**config.mk**
```make
export PLATFORM = sky130hd
export DESIGN_NAME = tmrm_regbank
export DESIGN_NICKNAME = d
export VERILOG_FILES = /design/src/rtl/tmrm_pkg.sv /design/src/rtl/tmrm_regbank.sv
export SDC_FILE = /design/constraint.sdc
export NUM_CORES = 1
export LEC_CHECK = 0
export ABC_AREA = 1
export ABC_CLOCK_PERIOD_IN_PS = 3800
export BUFFER_PORTS_ARGS = -buffer_cell sky130_fd_sc_hd__buf_2
export CAP_MARGIN = 20
export CORE_MARGIN = 2
export CORE_UTILIZATION = 40
export DETAILED_ROUTE_END_ITERATION = 10
export PLACE_DENSITY_LB_ADDON = 0.2
export RECOVER_POWER = 100
export SLEW_MARGIN = 20
export SYNTH_ARGS = -nofsm -noshare
export SYNTH_HDL_FRONTEND = slang
export SYNTH_SLANG_ARGS = --single-unit
export TNS_END_PERCENT = 30
```
**constraint.sdc**
```tcl
create_clock -name clock -period 3.8 [get_ports clock]
set_input_delay 0.76 -clock clock [delete_from_list [all_inputs] [get_ports clock]]
set_output_delay 0.76 -clock clock [all_outputs]
set_load 0.01 [all_outputs]
```
**src/rtl/tmrm_pkg.sv**
```systemverilog
// Package of offsets, field positions and reset values for the thermal monitor register bank.
`default_nettype none
package tmrm_pkg;
  // Read addresses of the pointer-addressed register map.
  localparam logic [7:0] RD_LVAL = 8'h00;
  localparam logic [7:0] RD_RSEL_VHI = 8'h01;
  localparam logic [7:0] RD_STAT1 = 8'h02;
  localparam logic [7:0] RD_CFG1 = 8'h03;
  localparam logic [7:0] RD_RATE = 8'h04;
  localparam logic [7:0] RD_LHI = 8'h05;
  localparam logic [7:0] RD_LLO = 8'h06;
  localparam logic [7:0] RD_RSEL_HLH = 8'h07;
  localparam logic [7:0] RD_RSEL_LLH = 8'h08;
  localparam logic [7:0] RD_RSEL_VLO = 8'h10;
  localparam logic [7:0] RD_STAT2 = 8'h23;
  localparam logic [7:0] RD_R2_VHI = 8'h30;
  localparam logic [7:0] RD_R2_VLO = 8'h33;
  localparam logic [7:0] RD_MAKER = 8'hfe;
  localparam logic [7:0] RD_SREV = 8'hff;
  // Write addresses that differ from the read addresses.
  localparam logic [7:0] WR_CFG1 = 8'h09;
  localparam logic [7:0] WR_RATE = 8'h0a;
  localparam logic [7:0] WR_LHI = 8'h0b;
  localparam logic [7:0] WR_LLO = 8'h0c;
  localparam logic [7:0] WR_RSEL_HLH = 8'h0d;
  localparam logic [7:0] WR_RSEL_LLH = 8'h0e;
  localparam logic [7:0] WR_ONESHOT = 8'h0f;
  // Addresses shared by read and write.
  localparam logic [7:0] RW_RSEL_OFH = 8'h11;
  localparam logic [7:0] RW_RSEL_OFL = 8'h12;
  localparam logic [7:0] RW_RSEL_HLL = 8'h13;
  localparam logic [7:0] RW_RSEL_LLL = 8'h14;
  localparam logic [7:0] RW_RSEL_THM = 8'h19;
  localparam logic [7:0] RW_LTHM = 8'h20;
  localparam logic [7:0] RW_HYST = 8'h21;
  localparam logic [7:0] RW_FILT = 8'h22;
  localparam logic [7:0] RW_CFG2 = 8'h24;
  localparam logic [7:0] RW_R2_HLH = 8'h31;
  localparam logic [7:0] RW_R2_LLH = 8'h32;
  localparam logic [7:0] RW_R2_OFH = 8'h34;
  localparam logic [7:0] RW_R2_OFL = 8'h35;
  localparam logic [7:0] RW_R2_HLL = 8'h36;
  localparam logic [7:0] RW_R2_LLL = 8'h37;
  localparam logic [7:0] RW_R2_THM = 8'h39;
  // Slots of the general register array.
  localparam int G_CFG1 = 0;
  localparam int G_RATE = 1;
  localparam int G_LHI = 2;
  localparam int G_LLO = 3;
  localparam int G_LTHM = 4;
  localparam int G_HYST = 5;
  localparam int G_FILT = 6;
  localparam int G_CFG2 = 7;
  localparam int G_LVAL = 8;
  localparam int NGEN = 9;
  // Slots of each remote channel array.
  localparam int R_VHI = 0;
  localparam int R_VLO = 1;
  localparam int R_HLH = 2;
  localparam int R_LLH = 3;
  localparam int R_OFH = 4;
  localparam int R_OFL = 5;
  localparam int R_HLL = 6;
  localparam int R_LLL = 7;
  localparam int R_THM = 8;
  localparam int NREM = 9;
  // Power-on values.
  localparam logic [7:0] RST_ZERO = 8'h00;
  localparam logic [7:0] RST_HIGH = 8'h55;
  localparam logic [7:0] RST_HYST = 8'h0a;
  localparam logic [7:0] RST_RATE = 8'h07;
  localparam logic [7:0] RST_FILT = 8'h01;
  // Field positions.
  localparam int CFG1_RSEL_BIT = 3;
  localparam int CFG1_STBY_BIT = 6;
  localparam int FILT_SCL_BIT = 7;
  localparam int FILT_SDA_BIT = 6;
  localparam int FILT_MASK_BIT = 5;
  localparam int FILT_CNT_LSB = 1;
  localparam int FILT_CNT_W = 3;
  // Bus timeout, in microseconds, at a 100 ns clock.
  localparam int CLK_NS = 100;
  localparam int TIMEOUT_US = 25000;
  localparam int TIMEOUT_CYC = (TIMEOUT_US * 1000) / CLK_NS;
endpackage : tmrm_pkg
`default_nettype wire

```
**src/rtl/tmrm_regbank.sv**
```systemverilog
// Register bank, consecutive limit filter, one-shot strobe and bus timeout of the monitor.
`default_nettype none

// Operation
// RULE1: One-shot write in standby starts one conversion.
// RULE2: Write itself triggers; data byte is discarded.
// RULE3: Limit output waits for coded violation count.
// RULE4: Power-on filter needs one violation.
// RULE5: At most four violations selectable.
// RULE6: Top filter bits enable clock, data timeouts.
// RULE7: Next filter bit masks local channel alerts.
// RULE8: Split read and write addresses, host matches.
// RULE9: Shared remote addresses follow channel-select bit.
// RULE10: Second remote also at dedicated addresses.
// RULE11: Power-on defaults for limits, hysteresis, rate.
// RULE12: Select bit three also steers offset access.
// RULE13: Enabled timeout abandons stalled transaction.
// RULE14: Unmasked set flags latch active-low alert.
// RULE15: In-limit measurement restarts violation count.
// RULE16: Lock blocks host writes, not value updates.
module tmrm_regbank
  import tmrm_pkg::*;
#(
  parameter int TIMEOUT_CYCLES = TIMEOUT_CYC,
  parameter logic [7:0] MAKER_ID = 8'h5a, // Arbitrary value.
  parameter logic [7:0] SILICON_REV = 8'h01 // Arbitrary value.
) (
  input wire logic clock,
  input wire logic srst,
  input wire logic ptr_we,
  input wire logic [7:0] ptr_wdata,
  input wire logic data_we,
  input wire logic [7:0] wdata,
  input wire logic rd_req,
  output logic [7:0] rd_data,
  input wire logic lock,
  input wire logic meas_we,
  input wire logic [1:0] meas_chan,
  input wire logic [7:0] meas_hi,
  input wire logic [7:0] meas_lo,
  input wire logic meas_oor,
  input wire logic [7:0] status1_flags,
  input wire logic alert_serviced,
  input wire logic bus_busy,
  input wire logic scl_low,
  input wire logic sda_low,
  output logic bus_abort,
  output logic oneshot_start,
  output logic alert_n,
  output logic standby,
  output logic [7:0] conv_rate
);

  ////////////////////////////////////////////////////////////////////////////
  // State and types.

  localparam int NCH = 3; // Local, first remote, second remote.
  localparam int TW = $clog2(TIMEOUT_CYCLES + 1);

  // Result of decoding the pointer for one access direction.
  typedef struct packed {
    logic hit;
    logic rem;
    logic ch;
    logic [3:0] idx;
  } tmrm_dec_s;

  // Whole state of the bank.
  typedef struct packed {
    logic [7:0] ptr;
    logic [NGEN-1:0][7:0] gen;
    logic [1:0][NREM-1:0][7:0] rem;
    logic [NCH-1:0][2:0] cnt;
    logic alert;
    logic [TW-1:0] tmo;
    logic abort;
    logic shot;
    logic [7:0] rdat;
  } tmrm_state_s;

  tmrm_state_s st_r;
  tmrm_state_s st_nxt;

  // Maps a pointer to a storage slot; wr selects the write map.
  function automatic tmrm_dec_s decode(input logic [7:0] a, input logic wr,
                                       input logic sel);
    tmrm_dec_s d;
    d = '0;
    d.hit = 1'b1;
    d.ch = sel; // RULE9 RULE12
    case (a)
      RD_LVAL: begin d.hit = !wr; d.idx = 4'(G_LVAL); end
      RD_RSEL_VHI: begin d.hit = !wr; d.rem = 1'b1; d.idx = 4'(R_VHI); end
      RD_RSEL_VLO: begin d.hit = !wr; d.rem = 1'b1; d.idx = 4'(R_VLO); end
      RD_CFG1: begin d.hit = !wr; d.idx = 4'(G_CFG1); end // RULE8
      RD_RATE: begin d.hit = !wr; d.idx = 4'(G_RATE); end // RULE8
      RD_LHI: begin d.hit = !wr; d.idx = 4'(G_LHI); end // RULE8
      RD_LLO: begin d.hit = !wr; d.idx = 4'(G_LLO); end // RULE8
      RD_RSEL_HLH: begin d.hit = !wr; d.rem = 1'b1; d.idx = 4'(R_HLH); end
      RD_RSEL_LLH: begin d.hit = !wr; d.rem = 1'b1; d.idx = 4'(R_LLH); end
      WR_CFG1: begin d.hit = wr; d.idx = 4'(G_CFG1); end // RULE8
      WR_RATE: begin d.hit = wr; d.idx = 4'(G_RATE); end // RULE8
      WR_LHI: begin d.hit = wr; d.idx = 4'(G_LHI); end // RULE8
      WR_LLO: begin d.hit = wr; d.idx = 4'(G_LLO); end // RULE8
      WR_RSEL_HLH: begin d.hit = wr; d.rem = 1'b1; d.idx = 4'(R_HLH); end
      WR_RSEL_LLH: begin d.hit = wr; d.rem = 1'b1; d.idx = 4'(R_LLH); end
      RW_RSEL_OFH: begin d.rem = 1'b1; d.idx = 4'(R_OFH); end
      RW_RSEL_OFL: begin d.rem = 1'b1; d.idx = 4'(R_OFL); end
      RW_RSEL_HLL: begin d.rem = 1'b1; d.idx = 4'(R_HLL); end
      RW_RSEL_LLL: begin d.rem = 1'b1; d.idx = 4'(R_LLL); end
      RW_RSEL_THM: begin d.rem = 1'b1; d.idx = 4'(R_THM); end
      RW_LTHM: d.idx = 4'(G_LTHM);
      RW_HYST: d.idx = 4'(G_HYST);
      RW_FILT: d.idx = 4'(G_FILT);
      RW_CFG2: d.idx = 4'(G_CFG2);
      // Dedicated second-remote addresses ignore the select bit.
      RD_R2_VHI: begin d.hit = !wr; d.rem = 1'b1; d.ch = 1'b1; d.idx = 4'(R_VHI); end // RULE10
      RD_R2_VLO: begin d.hit = !wr; d.rem = 1'b1; d.ch = 1'b1; d.idx = 4'(R_VLO); end // RULE10
      RW_R2_HLH: begin d.rem = 1'b1; d.ch = 1'b1; d.idx = 4'(R_HLH); end // RULE10
      RW_R2_LLH: begin d.rem = 1'b1; d.ch = 1'b1; d.idx = 4'(R_LLH); end // RULE10
      RW_R2_OFH: begin d.rem = 1'b1; d.ch = 1'b1; d.idx = 4'(R_OFH); end // RULE10
      RW_R2_OFL: begin d.rem = 1'b1; d.ch = 1'b1; d.idx = 4'(R_OFL); end // RULE10
      RW_R2_HLL: begin d.rem = 1'b1; d.ch = 1'b1; d.idx = 4'(R_HLL); end // RULE10
      RW_R2_LLL: begin d.rem = 1'b1; d.ch = 1'b1; d.idx = 4'(R_LLL); end // RULE10
      RW_R2_THM: begin d.rem = 1'b1; d.ch = 1'b1; d.idx = 4'(R_THM); end // RULE10
      default: d.hit = 1'b0;
    endcase
    return d;
  endfunction : decode

  ////////////////////////////////////////////////////////////////////////////
  // Combinational helpers.

  tmrm_dec_s wdec; // Decoded write target.
  tmrm_dec_s rdec; // Decoded read source.
  logic [2:0] need; // Violations required, one to four.
  logic [NCH-1:0] tripped; // Channel has reached its required count.
  logic stall; // An enabled line is held low while the bus is busy.

  // Decode both directions with the current channel select.
  always_comb begin
    wdec = decode(st_r.ptr, 1'b1, st_r.gen[G_CFG1][CFG1_RSEL_BIT]);
    rdec = decode(st_r.ptr, 1'b0, st_r.gen[G_CFG1][CFG1_RSEL_BIT]);
  end

  // The thermometer code gives the count; other codes count their set bits in bits 1 to 3, and bit 0 is ignored.
  always_comb begin
    need = 3'(1) + 3'($countones(st_r.gen[G_FILT][FILT_CNT_LSB +: FILT_CNT_W])); // RULE3 RULE5
  end

  // Each channel is tripped once its run of violations meets the need.
  for (genvar c = 0; c < NCH; c++) begin : g_trip
    assign tripped[c] = st_r.cnt[c] >= need; // RULE3
  end

  // Timeout watches a stuck line only while its enable is set.
  always_comb begin
    stall = bus_busy && ((st_r.gen[G_FILT][FILT_SCL_BIT] && scl_low) ||
                         (st_r.gen[G_FILT][FILT_SDA_BIT] && sda_low)); // RULE6 RULE13
  end

  ////////////////////////////////////////////////////////////////////////////
  // Next-state logic.

  // Computes every register update for the coming edge.
  always_comb begin
    logic raise;
    raise = 1'b0;
    st_nxt = st_r;
    st_nxt.shot = 1'b0;
    st_nxt.abort = 1'b0;
    // The first byte of a write loads the pointer.
    if (ptr_we) begin
      st_nxt.ptr = ptr_wdata;
    end
    // Data writes go to the decoded slot unless locked; strobe data is dropped.
    if (data_we) begin
      if (st_r.ptr == WR_ONESHOT) begin
        st_nxt.shot = st_r.gen[G_CFG1][CFG1_STBY_BIT]; // RULE1 RULE2
      end else if (wdec.hit && !lock) begin // RULE16
        if (wdec.rem) begin
          st_nxt.rem[wdec.ch][wdec.idx] = wdata; // RULE9 RULE10
        end else begin
          st_nxt.gen[wdec.idx] = wdata; // RULE8
        end
      end
    end
    // Reads capture the decoded byte; unmapped addresses read zero.
    if (rd_req) begin
      if (rdec.hit && rdec.rem) begin
        st_nxt.rdat = st_r.rem[rdec.ch][rdec.idx];
      end else if (rdec.hit) begin
        st_nxt.rdat = st_r.gen[rdec.idx];
      end else if (st_r.ptr == RD_STAT1) begin
        st_nxt.rdat = status1_flags;
      end else if (st_r.ptr == RD_STAT2) begin
        st_nxt.rdat = {7'h00, st_r.alert};
      end else if (st_r.ptr == RD_MAKER) begin
        st_nxt.rdat = MAKER_ID;
      end else if (st_r.ptr == RD_SREV) begin
        st_nxt.rdat = SILICON_REV;
      end else begin
        st_nxt.rdat = RST_ZERO;
      end
    end
    // Measurements update value registers even under lock.
    if (meas_we) begin
      if (meas_chan == 2'd0) begin
        st_nxt.gen[G_LVAL] = meas_hi; // RULE16
      end else begin
        st_nxt.rem[meas_chan == 2'd2][R_VHI] = meas_hi; // RULE16
        st_nxt.rem[meas_chan == 2'd2][R_VLO] = meas_lo;
      end
      // Count consecutive violations, saturating at four.
      if (meas_chan < 2'(NCH)) begin
        if (!meas_oor) begin
          st_nxt.cnt[meas_chan] = 3'd0; // RULE15
        end else if (st_r.cnt[meas_chan] < 3'd4) begin
          st_nxt.cnt[meas_chan] = st_r.cnt[meas_chan] + 3'd1; // RULE3 RULE5
        end
        // Raise the latch on the measurement that meets the need.
        raise = meas_oor && ((st_r.cnt[meas_chan] + 3'd1) >= need) &&
                !(meas_chan == 2'd0 && st_r.gen[G_FILT][FILT_MASK_BIT]); // RULE3 RULE7
      end
    end
    // Servicing clears the latch once no channel is tripped; a set wins.
    if (raise) begin
      st_nxt.alert = 1'b1; // RULE14
    end else if (alert_serviced && tripped == '0) begin
      st_nxt.alert = 1'b0;
    end
    // Timeout counter runs while the stall persists and fires once every TIMEOUT_CYCLES cycles of stall.
    if (!stall) begin
      st_nxt.tmo = '0;
    end else if (st_r.tmo == TW'(TIMEOUT_CYCLES - 1)) begin
      st_nxt.tmo = '0;
      st_nxt.abort = 1'b1; // RULE13
    end else begin
      st_nxt.tmo = st_r.tmo + TW'(1);
    end
    // Synchronous reset loads power-on values.
    if (srst) begin
      st_nxt = '0;
      st_nxt.gen[G_RATE] = RST_RATE; // RULE11
      st_nxt.gen[G_LHI] = RST_HIGH; // RULE11
      st_nxt.gen[G_LTHM] = RST_HIGH; // RULE11
      st_nxt.gen[G_HYST] = RST_HYST; // RULE11
      st_nxt.gen[G_FILT] = RST_FILT; // RULE4 RULE6
      for (int ch = 0; ch < 2; ch++) begin
        st_nxt.rem[ch][R_HLH] = RST_HIGH; // RULE11
        st_nxt.rem[ch][R_THM] = RST_HIGH; // RULE11
      end
    end
  end

  // Registers the whole state.
  always_ff @(posedge clock) begin
    st_r <= st_nxt;
  end

  ////////////////////////////////////////////////////////////////////////////
  // Outputs.

  assign rd_data = st_r.rdat;
  assign bus_abort = st_r.abort;
  assign oneshot_start = st_r.shot;
  assign alert_n = !st_r.alert; // RULE14
  assign standby = st_r.gen[G_CFG1][CFG1_STBY_BIT];
  assign conv_rate = st_r.gen[G_RATE];

  ////////////////////////////////////////////////////////////////////////////
  // Checks.

  // Run length of the channel being measured, before this measurement.
  logic [2:0] cur_cnt;
  always_comb begin
    cur_cnt = (meas_chan < 2'(NCH)) ? st_r.cnt[meas_chan] : 3'd0;
  end

  a_oneshot_pulse: assert property (@(posedge clock) disable iff (srst) // RULE1
    data_we && st_r.ptr == WR_ONESHOT && standby |=> oneshot_start ##1 !oneshot_start)
    else $error("one-shot strobe not a single pulse");
  a_oneshot_idle: assert property (@(posedge clock) disable iff (srst) // RULE2
    data_we && !meas_we && st_r.ptr == WR_ONESHOT |=> $stable(st_r.gen) && $stable(st_r.rem))
    else $error("one-shot write changed a register");
  a_filter_default: assert property (@(posedge clock) // RULE4
    srst |=> need == 3'd1 && alert_n && !st_r.gen[G_FILT][FILT_SCL_BIT])
    else $error("filter not one violation after reset");
  a_filter_max: assert property (@(posedge clock) disable iff (srst) // RULE5
    need <= 3'd4 && st_r.cnt[0] <= 3'd4)
    else $error("filter count above four");
  a_alert_wait: assert property (@(posedge clock) disable iff (srst) // RULE3
    $fell(alert_n) |-> $past(meas_we && meas_oor) && ($past(cur_cnt) + 3'd1) >= $past(need))
    else $error("alert before required count");
  a_mask_local: assert property (@(posedge clock) disable iff (srst) // RULE7
    meas_we && meas_chan == 2'd0 && st_r.gen[G_FILT][FILT_MASK_BIT] && alert_n |=> alert_n)
    else $error("masked local channel raised alert");
  a_lock_hold: assert property (@(posedge clock) disable iff (srst) // RULE16
    lock && !meas_we |=> $stable(st_r.gen) && $stable(st_r.rem))
    else $error("write landed while locked");
  a_sel_write: assert property (@(posedge clock) disable iff (srst) // RULE9
    data_we && !lock && st_r.ptr == RW_RSEL_OFH |=>
      st_r.rem[$past(st_r.gen[G_CFG1][CFG1_RSEL_BIT])][R_OFH] == $past(wdata))
    else $error("shared offset went to wrong channel");
  a_timeout_fire: assert property (@(posedge clock) disable iff (srst) // RULE13
    bus_abort |-> $past(stall) && $past(st_r.tmo) == TW'(TIMEOUT_CYCLES - 1))
    else $error("abort without full stall");
  a_alert_holds: assert property (@(posedge clock) disable iff (srst) // RULE14
    !alert_n && !alert_serviced |=> !alert_n)
    else $error("alert dropped without service");
  // Writes at the read address of a split register are dropped.
  a_split_refuse: assert property (@(posedge clock) disable iff (srst) // RULE8
    data_we && st_r.ptr == RD_LHI |=> $stable(st_r.gen[G_LHI]))
    else $error("write at read address landed");
  // The dedicated second-remote value address ignores the select bit.
  a_r2_read: assert property (@(posedge clock) disable iff (srst) // RULE10
    rd_req && st_r.ptr == RD_R2_VHI |=> rd_data == $past(st_r.rem[1][R_VHI]))
    else $error("dedicated read missed second remote");
  // With both timeouts off no transaction is ever abandoned.
  a_timeout_off: assert property (@(posedge clock) disable iff (srst) // RULE6
    !st_r.gen[G_FILT][FILT_SCL_BIT] && !st_r.gen[G_FILT][FILT_SDA_BIT] |=> !bus_abort)
    else $error("abort with timeouts disabled");
  // An in-limit result restarts that channel's run.
  a_run_restart: assert property (@(posedge clock) disable iff (srst) // RULE15
    meas_we && !meas_oor && meas_chan == 2'd1 |=> st_r.cnt[1] == 3'd0)
    else $error("in-limit result kept the run");
  // Local results land in the value register whatever the lock.
  a_value_update: assert property (@(posedge clock) disable iff (srst) // RULE16
    meas_we && meas_chan == 2'd0 |=> st_r.gen[G_LVAL] == $past(meas_hi))
    else $error("local value not stored");

  c_oneshot: cover property (@(posedge clock) disable iff (srst) oneshot_start);
  c_alert_four: cover property (@(posedge clock) disable iff (srst) $fell(alert_n) && need == 3'd4);
  c_abort: cover property (@(posedge clock) disable iff (srst) bus_abort);
  c_masked_local: cover property (@(posedge clock) disable iff (srst)
    meas_we && meas_oor && meas_chan == 2'd0 && st_r.gen[G_FILT][FILT_MASK_BIT]);
  c_lock_write: cover property (@(posedge clock) disable iff (srst) lock && data_we);

endmodule : tmrm_regbank
`default_nettype wire

```
# Yosys cells after proc, flatten, opt, wreduce, memory -nomap -nowiden

Cells that the tools add are included.

Bitwise gates (word level): 6
Reductions and logical operators: 38
Eq/ne operators: 40
Muxes and demuxes: 51
$lt $le $gt $ge: 14
$add $sub $neg: 5

Operators with widths:

| kind                    | count |
|---|---|
| $mux W216               | 3 |
| $bwmux W144             | 3 |
| $mux W144               | 2 |
| $mux W72                | 4 |
| $demux W72 S1           | 3 |
| $mux W153               | 1 |
| $eq A8 B6 Y1 const B    | 14 |
| $bwmux W72              | 1 |
| $mux W8                 | 9 |
| $bmux W8 S4             | 2 |
| $eq A8 B4 Y1 const B    | 8 |
| $eq A8 B5 Y1 const B    | 6 |
| $demux W8 S4            | 1 |
| $eq A8 B3 Y1 const B    | 4 |
| $pmux W4 S8             | 1 |
| $mux W9                 | 3 |
| $reduce_or A27 Y1       | 1 |
| $reduce_or A22 Y1       | 1 |
| $reduce_or A3 Y1        | 7 |
| $reduce_or A20 Y1       | 1 |
| $add A18 B1 Y18 const B | 1 |
| $eq A18 B18 Y1 const B  | 1 |
| $eq A8 B2 Y1 const B    | 2 |
| $eq A8 B8 Y1 const B    | 2 |
| other kinds (39)        | 73 |

Bits in registers: 262
Bits of input ports: 54
Logic and storage cells: 190
Output and inout port bits: 20

# Logic depth before layout (Yosys ltp)

Depth in word-level cells: 18
Depth in mapped cells: 22
Mapped depth without buffers: 19

# Worst setup path before layout

Ideal clock, no wire load.

Path kind: input to register
From: in meas_chan[0]
To: reg st_r[28] (netlist bit)
Library setup time: 0.132 ns
Setup slack: 1.448 ns
Required time: 3.668 ns
Cell stages on the path: 10
Arrival: 2.220 ns
Path buffers: 0
Cell sequence: inv_1 -> nor2_1 -> a221oi_1 -> ha_1 -> xnor2_1 -> ha_1 -> a21oi_1 -> o211ai_1 -> o2111ai_1 -> a21oi_1

Longest elaborated chain between the ends: 9
Elaborated cells between the ends (all ways): 14
Those cells by class: 1 x add/sub; 2 x order compare; 5 x mux; 6 x reduce/logical

RTL lines:

| item                                                 | RTL line            | text |
|---|---|---|
| start: declaration                                   | tmrm_regbank.sv:38  | `input wire logic [1:0] meas_chan,` |
| $bmux W3 S2                                          | -                   |  |
| $mux W3 (implied by the code)                        | tmrm_regbank.sv:222 | `raise = meas_oor && ((st_r.cnt[meas_chan] + 3'd1) >= need) &&` |
| $add A3 B1 Y3                                        | tmrm_regbank.sv:222 |  |
| $ge A3 B3 Y1                                         | tmrm_regbank.sv:222 |  |
| $logic_and A1 B1 Y1 (2 in series)                    | tmrm_regbank.sv:222 |  |
| $mux W1 (*)                                          | tmrm_regbank.sv:215 | `if (meas_chan < 2'(NCH)) begin` |
| $mux W1 (*)                                          | tmrm_regbank.sv:207 | `if (meas_we) begin` |
| $mux W1 / $reduce_bool A2 Y1 (equally long branches) | -                   |  |
| end signal: assignment                               | tmrm_regbank.sv:258 | `st_r <= st_nxt;` |
| end: declaration                                     | tmrm_regbank.sv:81  | `tmrm_state_s st_r;` |

Mark *: on every way between the ends. The rest lies on a longest branch, timed or not. The select of a mux whose other input is x is not followed.
A chain may end at the register's enable or synchronous reset.

# Worst setup path after layout

From: reg st_r[261] (netlist bit)
To: reg st_r, in the netlist rd_data[0]

Longest elaborated chain between the ends: 8
Elaborated cells between the ends (all ways): 64
Those cells by class: 35 x eq/ne; 16 x mux; 13 x reduce/logical

RTL lines:

| item                                         | RTL line            | text |
|---|---|---|
| $eq A8 B6 Y1                                 | tmrm_regbank.sv:91  | `case (a)` |
| $reduce_or A9 Y1 (no line)                   | -                   |  |
| $mux W1                                      | tmrm_regbank.sv:91  |  |
| $mux W72 (implied by the code) (2 in series) | tmrm_regbank.sv:191 | `st_nxt.rdat = st_r.rem[rdec.ch][rdec.idx];` |
| $bmux W8 S4                                  | tmrm_regbank.sv:191 |  |
| $mux W8 (implied by the code)                | tmrm_regbank.sv:191 |  |
| $mux W8 (*)                                  | tmrm_regbank.sv:190 | `if (rdec.hit && rdec.rem) begin` |

Marked as above.

==> flow_summary.json <==
{
  "outcome": "complete, but fails checks",
  "violations": "max-capacitance violations, max-slew violations",
  "cts.sinks": 262,
  "die_w_um": 188,
  "worst_ep_arrival_time_ns": 3.78,
  "synth.cell_area_um2": 13600,
  "place.port_buffers": 73,
  "ys_ff_latch": 262,
  "vias": 13200,
  "initial_core_util_pct": 40.6,
  "ir_worst_vdd_mv": 0.374,
  "dpl.hpwl_um": 28900,
  "drc": 0,
  "synth_top_area_share_pct": 38.6,
  "dieArea_um2": 35400,
  "place_congestion": 0.880,
  "fin_skew_ns": 0.00728,
  "cap_viol_max_count": 1,
  "critPathMaxFanout": 40,
  "instances_no_fill": 2491,
  "finalMaxSlewViolations": 133,
  "syn2layout_area_growth_pct": 9.99,
  "antenna_found_initial": 1,
  "relSlewSlack_pct": -59.1,
  "dp.cells": 2436,
  "wirelength_um": 42600,
  "fp.dieH_um": 188,
  "wl_per_cell_um": 17.1,
  "cts_setup_buffers": 0,
  "start_kind": "register",
  "async_flop_share_pct": 0,
  "required_ns": 4.30,
  "tritoncts": "yes",
  "layout-drive-gt1-share_pct": 8.91,
  "end_kind": "register",
  "yosysMostFrequentCell": "nand2_1",
  "synth_top_cells_by_area": "dfxtp_1 39%, nand2_1 18%, a21oi_1 8.4%, nand3_1 5.7%, o21ai_0 4.5%",
  "synth_largest_area_cell": "dfxtp_1",
  "drt_iter0_drc": 1049,
  "cpPeakStageDelay_ns": 0.77,
  "period_needed_ns": 3.29,
  "cts_buffers": 30,
  "syn_inst": 2029,
  "leakage_nw": 6.22,
  "fmax_mhz": 304,
  "grt_max_degree": 133,
  "setup.worst_path.class": "register to register",
  "syn_avg_cell_area_um2": 6.69,
  "syn_nets": 2100,
  "p_total_mw": 6.69,
  "fin_setup_tns_ns": 0,
  "rsz0062_at_grt": "false",
  "worstMarginPinSlew_ns": 2.39,
  "clk_pin_slew_ns": 0.06,
  "nNetsFinal": 2091,
  "cpMostUsedCell": "nand2_1",
  "root_buffer": "clkbuf_16",
  "grt_first_pass_wirelength_um": 67500,
  "grt_overflow": 0,
  "first_pass_iters": 5,
  "synth_cell_types": 48,
  "hold_violations": 0,
  "cts_buffer_depth": 3,
  "rows": 67,
  "ant_nets": 0,
  "setup_violations": 0,
  "hold_buffers": 0,
  "yosysWarnings": 0,
  "grt_pass1_vias": 12400,
  "crit_chain": "nor2_1 > nand2_1 > inv_1 > nand2_1 > nand2_1 > nor2_2 > nand3_4 > clkbuf_2 > nand2_1 > nand2_1 > nand2_1 > nand2_1 > nand2_1 > nand3_1 > nand2_1 > a21oi_1",
  "seq_area_frac_synth_pct": 38.6,
  "cp_slowest_cell": "clkbuf_2",
  "viasPerCell": 5.31,
  "ctsResizeCount": 0,
  "clock_latency_ns": 0.57,
  "p_per_area_nw_per_um2": 448,
  "cp_num_buf_inv": 2,
  "min_path_type": "register to register",
  "synth-edff-count": 0,
  "core_area_um2": 33400,
  "globalRouteTotalUtil_pct": 23.5,
  "finalCritPeriodShare_pct": 86.5,
  "synth_commonest_cells": "647 x nand2_1, 262 x dfxtp_1, 227 x a21oi_1",
  "h-tree-depth": 1,
  "synth_ff_type": "dfxtp_1",
  "io_pins": 74,
  "crit_family": "simple AND/OR/NAND/NOR gates"
}
[cell type report]
cell class                 count  area, um^2
fill                        3486       18500
multi-input combinational   1467        6970
sequential                   262        5250
clock buffer                  46         921
inverter                     171         648
tap                          448         561
timing repair buffer          88         487
clock inverter                 8         101
antenna                        1        2.50
[routing by layer]
layer / global-route usage, % / wire (um) / vias up
met5: 0 / 0 / -
met4: 7.63 / 1110 / 0
met3: 3.13 / 2690 / 71
met2: 37.8 / 19100 / 421
met1: 32.7 / 19700 / 6140
li1: - / - / 6606
[where the power goes]
part           total, mW  switching [mW]  internal [mW]
Sequential          2.83          0.0345           2.80
Combinational      0.876           0.653          0.223
Clock               2.98            1.19           1.79
Total               6.69            1.88           4.81
[logic make-up after synthesis]
group / after synthesis / synth area share, %
buf+inv: 300 / 9.92
compound gates: 435 / 17.2
fa+ha+maj: 17 / 1.57
simple gates: 1011 / 32.4
xor+xnor: 4 / 0.258
flops: 262 / 38.6
[worst register-to-register path, stage by stage, from the launching register on]
cell and delay, ns:
dfxtp_1 0.31, nor2_1 0.34, nand2_1 0.15, inv_1 0.29, nand2_1 0.09, nand2_1 0.12
nor2_2 0.07, nand3_4 0.19, clkbuf_2 0.77, nand2_1 0.28, nand2_1 0.12, nand2_1 0.05
nand2_1 0.09, nand2_1 0.07, nand3_1 0.10, nand2_1 0.05, a21oi_1 0.13
[per-stage QoR]
stage	setup slack [ns]	instance area [um^2]	utilization (%)	hold slack, ns
after global routing	0.288	14900	44.7	0.456
after floorplan	1.45	13600	-	0.424
after global placement	0.795	14000	41.9	0.435
after CTS	0.812	15000	44.9	0.442
after detailed placement	0.828	14000	41.9	0.437
final	0.512	14900	44.7	0.444
[cell usage in the layout (no fill, tap or decap), drive strengths merged, types with 3 or more instances in the layout]
cell	count
clkbuf	69
nor3	12
clkinv	9
buf	65
nand3	162
nor4	5
nand4	37
inv	167
a21oi	228
nand2	667
o22ai	3
o211ai	39
xor2	3
ha	17
a21boi	3
nor2	122
o21ai	154
dfxtp	262
[final timing paths]
check	slack, ns	depth (start not counted)	end	startpoint
setup / recovery	0.51	16	rd_data[0]$_SDFFE_PP0P_	st_r[261]$_SDFFE_PP0P_
hold / removal	0.44	2	st_r[124]$_SDFF_PP0_	st_r[124]$_SDFF_PP0_
setup reg to reg	0.51	16	rd_data[0]$_SDFFE_PP0P_	st_r[261]$_SDFFE_PP0P_
hold reg to reg	0.44	2	st_r[124]$_SDFF_PP0_	st_r[124]$_SDFF_PP0_
Note: power is estimated with default switching activity, not from simulation.
